**config.mk**
```make
export PLATFORM = sky130hd
export DESIGN_NAME = eipl_top
export DESIGN_NICKNAME = d
export VERILOG_FILES = /design/src/pkg/eipl_pkg.sv /design/src/design/eipl_top.sv
export SDC_FILE = /design/constraint.sdc
export NUM_CORES = 1
export LEC_CHECK = 0
export BUFFER_PORTS_ARGS = -buffer_cell sky130_fd_sc_hd__buf_2
export CAP_MARGIN = 20
export CORE_AREA = 2 2 65 73
export DETAILED_ROUTE_END_ITERATION = 8
export DIE_AREA = 0 0 67 75
export GPL_TIMING_DRIVEN = 0
export PLACE_DENSITY_LB_ADDON = 0.15
export SYNTH_ARGS = -nofsm -noshare
export SYNTH_HDL_FRONTEND = slang
export SYNTH_SLANG_ARGS = --single-unit
```
**constraint.sdc**
```tcl
create_clock -name pclk -period 1.6 [get_ports pclk]
set_clock_uncertainty 0.1 [all_clocks]
set_input_delay 0.08 -clock pclk [delete_from_list [all_inputs] [get_ports pclk]]
set_output_delay 0.08 -clock pclk [all_outputs]
set_load 0.05 [all_outputs]
```
**src/pkg/eipl_pkg.sv**
```systemverilog
/*
  Shared constants and types for the external interrupt pin latch:
  register offsets, bit positions, reset values, vector address,
  latch states and the event record.
  Assumes a 32-bit APB with byte addresses and one word per register.
*/
package eipl_pkg;

  //////////////////////////////////////////////////////////////////////
  // bus geometry
  localparam int ADDR_W = 8;
  localparam int DATA_W = 32;

  //////////////////////////////////////////////////////////////////////
  // register byte offsets
  localparam logic [7:0] OFF_STATUS_CONTROL = 8'h00;
  localparam logic [7:0] OFF_SECOND_CONFIG  = 8'h04;
  localparam logic [7:0] OFF_BREAK_FLAG_CTL = 8'h08;
  localparam logic [7:0] OFF_EVENT_STATUS   = 8'h0C;
  localparam logic [7:0] OFF_EVENT_MASK     = 8'h10;
  localparam logic [7:0] OFF_PIN_LEVEL      = 8'h14;

  //////////////////////////////////////////////////////////////////////
  // field positions
  localparam int CTL_MODE_B    = 0;  // sensitivity select
  localparam int CTL_MASK_B    = 1;  // ext_int_mask
  localparam int CTL_ACK_B     = 2;  // write-one acknowledge
  localparam int CTL_PEND_B    = 3;  // ext_int_pending_flag
  localparam int CFG2_PUD_B    = 0;  // pin_pullup_disable
  localparam int BFC_BREAK_CLEAR_FLAG_ENABLE_B    = 7;  // break_clear_flag_enable
  localparam int PIN_LEVEL_B   = 0;

  //////////////////////////////////////////////////////////////////////
  // reset values
  localparam logic MODE_RST    = 1'h0;
  localparam logic MASK_RST    = 1'h0;
  localparam logic PUD_RST     = 1'h0;
  localparam logic BREAK_CLEAR_FLAG_ENABLE_RST    = 1'h0;
  localparam logic PIN_IDLE    = 1'h1;  // pin rests high

  //////////////////////////////////////////////////////////////////////
  // vector location of this interrupt (high byte first)
  localparam logic [15:0] INT_VECTOR_ADDR = 16'hFFFA;

  //////////////////////////////////////////////////////////////////////
  // latch states, gray along idle -> pending -> held
  typedef enum logic [1:0] {
    ST_IDLE = 2'h0,
    ST_PEND = 2'h1,
    ST_HELD = 2'h3
  } eipl_state_t;

  // sticky event record, also the layout of status and mask registers
  typedef struct packed {
    logic ack_taken;
    logic req_latched;
  } eipl_evt_t;

  localparam int EVT_W = $bits(eipl_evt_t);

endpackage : eipl_pkg
```
**src/design/eipl_top.sv**
```systemverilog
/*
  External interrupt pin latch with an APB register slave.
  Holds the active-low pin synchroniser, the request latch, mask,
  pending flag, pull-up control, break-state flag protection and a
  sticky event status with its own interrupt output.
  Assumes: APB master on pclk, pin driven by an outside device,
  processor supplies vector fetch and break state as pclk-synchronous
  levels.
*/
// The APB slave port and the register offsets were decided locally.
module eipl_top (
  // clock and reset
  input  wire logic                         pclk,
  input  wire logic                         presetn,
  // apb slave
  input  wire logic                         psel,
  input  wire logic                         penable,
  input  wire logic                         pwrite,
  input  wire logic [eipl_pkg::ADDR_W-1:0]  paddr,
  input  wire logic [eipl_pkg::DATA_W-1:0]  pwdata,
  output logic      [eipl_pkg::DATA_W-1:0]  prdata,
  output logic                              pready,
  output logic                              pslverr,
  // external pin
  input  wire logic                         ext_int_pin_n,
  output logic                              pin_pullup_en,
  // processor side
  input  wire logic                         vector_fetch,
  input  wire logic                         break_state,
  output logic                              cpu_int_req,
  output logic      [15:0]                  int_vector,
  output logic                              pin_level,
  // event interrupt
  output logic                              irq
);

  //////////////////////////////////////////////////////////////////////
  // address decode helper, used by every register access
  function automatic logic reg_hit(
    input logic [eipl_pkg::ADDR_W-1:0] a,
    input logic [7:0]                  off
  );
    return a == off;
  endfunction : reg_hit

  function automatic logic reg_mapped(
    input logic [eipl_pkg::ADDR_W-1:0] a
  );
    return reg_hit(a, eipl_pkg::OFF_STATUS_CONTROL)
         | reg_hit(a, eipl_pkg::OFF_SECOND_CONFIG)
         | reg_hit(a, eipl_pkg::OFF_BREAK_FLAG_CTL)
         | reg_hit(a, eipl_pkg::OFF_EVENT_STATUS)
         | reg_hit(a, eipl_pkg::OFF_EVENT_MASK)
         | reg_hit(a, eipl_pkg::OFF_PIN_LEVEL);
  endfunction : reg_mapped

  //////////////////////////////////////////////////////////////////////
  // declarations
  logic                          pin_s1_r;
  logic                          pin_s2_r;
  logic                          pin_s3_r;
  logic                          pin_fall;
  logic                          pin_low;
  logic                          mode_r;
  logic                          mask_r;
  logic                          pud_r;
  logic                          break_clear_flag_enable_r;
  eipl_pkg::eipl_state_t         state_r;
  eipl_pkg::eipl_state_t         state_nxt;
  logic                          pending;
  eipl_pkg::eipl_evt_t           status_r;
  eipl_pkg::eipl_evt_t           evt_mask_r;
  eipl_pkg::eipl_evt_t           evt_set;
  eipl_pkg::eipl_evt_t           evt_clr;
  logic [eipl_pkg::DATA_W-1:0]   rd_val;
  logic                          wr_acc;
  logic                          rd_setup;
  logic                          rd_acc;
  logic                          wr_ctrl;
  logic                          sw_ack_req;
  logic                          sw_ack;
  logic                          ack;

  //////////////////////////////////////////////////////////////////////
  // bus phase decode; zero wait states, so pready stays high
  assign wr_acc   = psel & penable & pwrite;
  assign rd_acc   = psel & penable & ~pwrite;
  assign rd_setup = psel & ~penable & ~pwrite;
  assign wr_ctrl  = wr_acc & reg_hit(paddr, eipl_pkg::OFF_STATUS_CONTROL);
  assign pready   = 1'h1;
  assign pslverr  = psel & penable & ~reg_mapped(paddr);

  //////////////////////////////////////////////////////////////////////
  // pin synchroniser; first stage feeds only the second
  always_ff @(posedge pclk or negedge presetn) begin
    if (!presetn) begin
      pin_s1_r <= eipl_pkg::PIN_IDLE;
      pin_s2_r <= eipl_pkg::PIN_IDLE;
      pin_s3_r <= eipl_pkg::PIN_IDLE;
    end else begin
      pin_s1_r <= ext_int_pin_n;
      pin_s2_r <= pin_s1_r;
      pin_s3_r <= pin_s2_r;
    end
  end

  // edge and level seen after the synchroniser only
  assign pin_fall  = pin_s3_r & ~pin_s2_r;
  assign pin_low   = ~pin_s2_r;
  assign pin_level = pin_s2_r;

  //////////////////////////////////////////////////////////////////////
  // acknowledge sources; software one is blocked in break unless enabled
  assign sw_ack_req = wr_ctrl & pwdata[eipl_pkg::CTL_ACK_B];
  assign sw_ack     = sw_ack_req & (~break_state | break_clear_flag_enable_r);
  assign ack        = vector_fetch | sw_ack;

  //////////////////////////////////////////////////////////////////////
  // request latch next state; a new edge beats a same-cycle acknowledge
  always_comb begin
    state_nxt = state_r;
    case (state_r)
      eipl_pkg::ST_IDLE: begin
        if (pin_fall || (mode_r && pin_low)) begin
          state_nxt = eipl_pkg::ST_PEND;
        end
      end
      eipl_pkg::ST_PEND: begin
        if (ack && !pin_fall) begin
          // level mode waits for the pin to rise before letting go
          state_nxt = (mode_r && pin_low) ? eipl_pkg::ST_HELD
                                          : eipl_pkg::ST_IDLE;
        end
      end
      eipl_pkg::ST_HELD: begin
        if (!mode_r || !pin_low) begin
          state_nxt = eipl_pkg::ST_IDLE;
        end
      end
      default: state_nxt = eipl_pkg::ST_IDLE;
    endcase
  end

  // latch state; reset drops it whatever the pin does
  always_ff @(posedge pclk or negedge presetn) begin
    if (!presetn) begin
      state_r <= eipl_pkg::ST_IDLE;
    end else begin
      state_r <= state_nxt;
    end
  end

  assign pending = (state_r != eipl_pkg::ST_IDLE);

  //////////////////////////////////////////////////////////////////////
  // processor request and vector
  assign cpu_int_req = pending & ~mask_r;
  assign int_vector  = cpu_int_req ? eipl_pkg::INT_VECTOR_ADDR
                                   : 16'h0000;

  //////////////////////////////////////////////////////////////////////
  // control bits in the status and control register
  always_ff @(posedge pclk or negedge presetn) begin
    if (!presetn) begin
      mode_r <= eipl_pkg::MODE_RST;
      mask_r <= eipl_pkg::MASK_RST;
    end else if (wr_ctrl) begin
      mode_r <= pwdata[eipl_pkg::CTL_MODE_B];
      mask_r <= pwdata[eipl_pkg::CTL_MASK_B];
    end
  end

  // pull-up disable; pull-up connected unless disabled
  always_ff @(posedge pclk or negedge presetn) begin
    if (!presetn) begin
      pud_r <= eipl_pkg::PUD_RST;
    end else if (wr_acc
                 && reg_hit(paddr, eipl_pkg::OFF_SECOND_CONFIG)) begin
      pud_r <= pwdata[eipl_pkg::CFG2_PUD_B];
    end
  end

  assign pin_pullup_en = ~pud_r;

  // break clear-flag enable
  always_ff @(posedge pclk or negedge presetn) begin
    if (!presetn) begin
      break_clear_flag_enable_r <= eipl_pkg::BREAK_CLEAR_FLAG_ENABLE_RST;
    end else if (wr_acc
                 && reg_hit(paddr, eipl_pkg::OFF_BREAK_FLAG_CTL)) begin
      break_clear_flag_enable_r <= pwdata[eipl_pkg::BFC_BREAK_CLEAR_FLAG_ENABLE_B];
    end
  end

  //////////////////////////////////////////////////////////////////////
  // sticky events; read clears only what was returned, set wins
  assign evt_set.req_latched = (state_r == eipl_pkg::ST_IDLE)
                             & (state_nxt == eipl_pkg::ST_PEND);
  assign evt_set.ack_taken   = ack & pending;
  // break without clear enable keeps every status bit for the debugger
  assign evt_clr = (rd_acc && reg_hit(paddr, eipl_pkg::OFF_EVENT_STATUS)
                    && (!break_state || break_clear_flag_enable_r))
                 ? eipl_pkg::eipl_evt_t'(prdata[eipl_pkg::EVT_W-1:0])
                 : '0;

  always_ff @(posedge pclk or negedge presetn) begin
    if (!presetn) begin
      status_r <= '0;
    end else begin
      status_r <= (status_r & ~evt_clr) | evt_set;
    end
  end

  // event mask
  always_ff @(posedge pclk or negedge presetn) begin
    if (!presetn) begin
      evt_mask_r <= '0;
    end else if (wr_acc
                 && reg_hit(paddr, eipl_pkg::OFF_EVENT_MASK)) begin
      evt_mask_r <= eipl_pkg::eipl_evt_t'(pwdata[eipl_pkg::EVT_W-1:0]);
    end
  end

  assign irq = |(status_r & evt_mask_r);

  //////////////////////////////////////////////////////////////////////
  // read mux; ack bit is write-only and reads zero
  always_comb begin
    rd_val = '0;
    if (reg_hit(paddr, eipl_pkg::OFF_STATUS_CONTROL)) begin
      rd_val[eipl_pkg::CTL_MODE_B] = mode_r;
      rd_val[eipl_pkg::CTL_MASK_B] = mask_r;
      rd_val[eipl_pkg::CTL_PEND_B] = pending;
    end
    if (reg_hit(paddr, eipl_pkg::OFF_SECOND_CONFIG)) begin
      rd_val[eipl_pkg::CFG2_PUD_B] = pud_r;
    end
    if (reg_hit(paddr, eipl_pkg::OFF_BREAK_FLAG_CTL)) begin
      rd_val[eipl_pkg::BFC_BREAK_CLEAR_FLAG_ENABLE_B] = break_clear_flag_enable_r;
    end
    if (reg_hit(paddr, eipl_pkg::OFF_EVENT_STATUS)) begin
      rd_val[eipl_pkg::EVT_W-1:0] = status_r;
    end
    if (reg_hit(paddr, eipl_pkg::OFF_EVENT_MASK)) begin
      rd_val[eipl_pkg::EVT_W-1:0] = evt_mask_r;
    end
    if (reg_hit(paddr, eipl_pkg::OFF_PIN_LEVEL)) begin
      rd_val[eipl_pkg::PIN_LEVEL_B] = pin_s2_r;
    end
  end

  // read data caught in setup so it stands through the access phase
  always_ff @(posedge pclk or negedge presetn) begin
    if (!presetn) begin
      prdata <= '0;
    end else if (rd_setup) begin
      prdata <= rd_val;
    end
  end
endmodule : eipl_top

```
==> results.json <==
{
  "fin_util_pct": 41.4,
  "die-width_um": 67,
  "finalHoldViolCount": 0,
  "power_frac_comb_pct": 42.4,
  "netlist_top_cells_area": "dfrtp_1 28%, buf_4 27%, dfstp_2 6.4%",
  "area_growth_pct": 42.8,
  "initial_utilization_pct": 29.0,
  "slew_viol_final": 0,
  "grt_usage_pct": 10.5,
  "setup-tns-final_ns": 0,
  "fillCellCount": 439,
  "setup.worst_path.class": "reg2out",
  "critPathMaxFanout": 15,
  "drtIter0Drc": 17,
  "gp_congestion": 0.746,
  "intPower_mw": 0.791,
  "die_h_um": 75,
  "crit_path_end_kind": "output pin",
  "ys_ff_latch": 17,
  "finalCritPeriodShare_pct": 96.0,
  "stdcell_area_sq_um": 1760,
  "critical_path_arrival_ns": 1.36,
  "r2r_cells": 4,
  "seq_power_share_pct": 33.8,
  "ys.flop_type": "dfrtp_1",
  "grt_pass1_wl_um": 4070,
  "antenna_found_initial": 0,
  "yosys_warnings": 0,
  "synth.most_common_cell": "buf_4",
  "cts-root-buf": "clkbuf_8",
  "placed_cell_area_sq_um": 1630,
  "synthCells": 133,
  "cts_tree": "built",
  "syn-cell-area_sq_um": 1230,
  "rows": 25,
  "ioPinCount": 102,
  "synth.distinct_cells": 35,
  "clockPowerShare_pct": 23.8,
  "post_drt_wl_per_cell_um": 9.90,
  "run_status": "completed",
  "drive_gt1_share_pct": 50.9,
  "via_count": 1045,
  "fmax_ghz": 0.651,
  "maxCapViolCount": 0,
  "final.hold.worst_slack_ns": 0.0501,
  "wirelength_um": 2650,
  "rsz0062_at_grt": "false",
  "netSwitchingFraction_pct": 40.6,
  "ir_drop_uv": 439,
  "grt_max_degree": 18,
  "clk_latency_ns": 0.25,
  "syn_area_per_cell_sq_um": 9.27,
  "cp-start-kind": "register",
  "drc_errors": 0,
  "cts_buffer_depth": 2,
  "synth_edf_count": 0,
  "die_area_sq_um": 5030,
  "cp-startpoint": "state_r[1]",
  "total_power_mw": 1.33,
  "drt-vias-per-instance": 3.90,
  "min_from": "vector_fetch",
  "r2r_slack_ns": 0.13,
  "clock_sinks": 17,
  "dp_hpwl_um": 2150,
  "port_buffers": 41,
  "async_reset_ff_share_pct": 100,
  "power.density_nw_per_um2": 756,
  "p_leak_nw": 0.940,
  "cts.clk_slew.worst_paths_ns": 0.06,
  "worst_slew_pin_slew_ns": 0.507,
  "drtAntennaViolNets": 0,
  "final.setup.worst_slack_ns": 0.0643,
  "grt_pass1_vias": 932,
  "relSlewSlack_pct": 65.7,
  "final_nets": 263,
  "dp.cells": 257,
  "setup_violations": 0,
  "synth_top_area_share_pct": 28.4,
  "overflow": 0,
  "drt-pass1-iter-count": 4,
  "reg2reg_to": "status_r[0]",
  "dp_slack_ns": -0.0753,
  "diodes": 0,
  "core_area_sq_um": 4250,
  "htree_levels": 1,
  "crit_required_ns": 1.42,
  "fin_cells": 268,
  "synth_common_cells": "45 x buf_4, 14 x dfrtp_1, 9 x nand2_1",
  "yosys.area.top_type": "dfrtp_1",
  "period_minus_slack_ns": 1.54,
  "seq_area_frac_synth_pct": 34.8,
  "switchingPower_mw": 0.540,
  "r2r_start": "break_clear_flag_enable_r",
  "cts_buffers": 3,
  "min_path_type": "in2reg",
  "crit_end": "int_vector[15]"
}
-- layout by cell type (no fill, tap or decap), types with 2 or more instances in the layout --
master / Yosys / routed
and3_2: 2 / 2
clkbuf_8: 0 / 3
dlygate4sd3_1: 0 / 5
mux2_2: 5 / 5
o21bai_1: 2 / 2
buf_4: 45 / 46
nor3_1: 4 / 4
dfstp_2: 3 / 3
nor2_1: 8 / 6
a32oi_1: 2 / 2
inv_1: 4 / 4
dfrtp_1: 14 / 13
o31ai_1: 4 / 4
conb_1: 2 / 31
nand3_1: 6 / 6
buf_2: 0 / 40
nand2b_1: 2 / 2
clkbuf_1: 2 / 3
nor2_4: 0 / 2
nand2_1: 9 / 9
-- power by group through the flow --
stage	combinational (mW)	clock, mW	sequential [mW]
finish	0.564	0.316	0.450
global route	0.594	0.351	0.451
CTS	0.561	0.332	0.450
detailed placement	0.539	0	0.457
global placement	0.539	0	0.457
floorplan	0.445	0	0.462
-- repair_timing --
| item | in CTS | in global routing |
|---|---|---|
| pin swaps | 1 | 1 |
| resized for setup | 2 | 2 |
| hold endpoints to repair | 23 | 0 |
| hold buffers | 5 | 0 |
| endpoints found under the setup margin | 14 | 14 |
| buffers inserted | 1 | 1 |
-- cell type report --
class	count	area, sq um	share of cell area (%)
buffer	47	345	19.6
clock buffer	4	45.0	2.56
inverter	4	15.0	0.853
multi-input combinational	94	572	32.5
sequential	17	430	24.4
tap	54	67.6	3.84
timing repair buffer	48	285	16.2
-- logic make-up (layout without fill, tap and decap cells) --
kind of cell / count (synthesis) / in the layout / synth area share [%]
muxes: 6 / 6 / 5.79
DFF: 17 / 17 / 34.8
and+or+nand+nor: 39 / 39 / 18.0
other: 2 / 31 / 0.609
buffers and inverters: 51 / 103 / 29.2
AOI/OAI and AO/OA: 18 / 18 / 11.6
-- how the worst min path moves through the flow --
stage	endpoint	slack, ns	depth (start not counted)
finish	status_r[1]	0.05	3
global route	status_r[1]	0.07	3
CTS	prdata[3]	0.05	4
detailed placement	mode_r	-0.07	1
global placement	pud_r	-0.08	1
floorplan	break_clear_flag_enable_r	-0.32	0
-- flip-flops by register name (all words and copies together) (netlist names) --
| signal | count |
|---|---|
| break_clear_flag_enable_r | 1 |
| pud_r | 1 |
| pin_level | 1 |
| prdata | 4 |
| mode_r | 1 |
| pin_s1_r | 1 |
| state_r | 2 |
| pin_s3_r | 1 |
| evt_mask_r | 2 |
| mask_r | 1 |
| status_r | 2 |
-- critical path, stage by stage, from the launching register on --
cell and delay, ns:
dfrtp_2 0.45, nor2_4 0.15, nor2_4 0.05, buf_12 0.14, buf_4 0.12, clkbuf_4 0.20
-- routing by layer --
layer  global-route usage, %  share of wire [%]
met3                    1.64                9.6
met2                    18.2                 49
met5                       0                  0
met1                    13.5                 41
met4                    3.17               0.45
No activity file was read; power rests on OpenSTA's default activity.
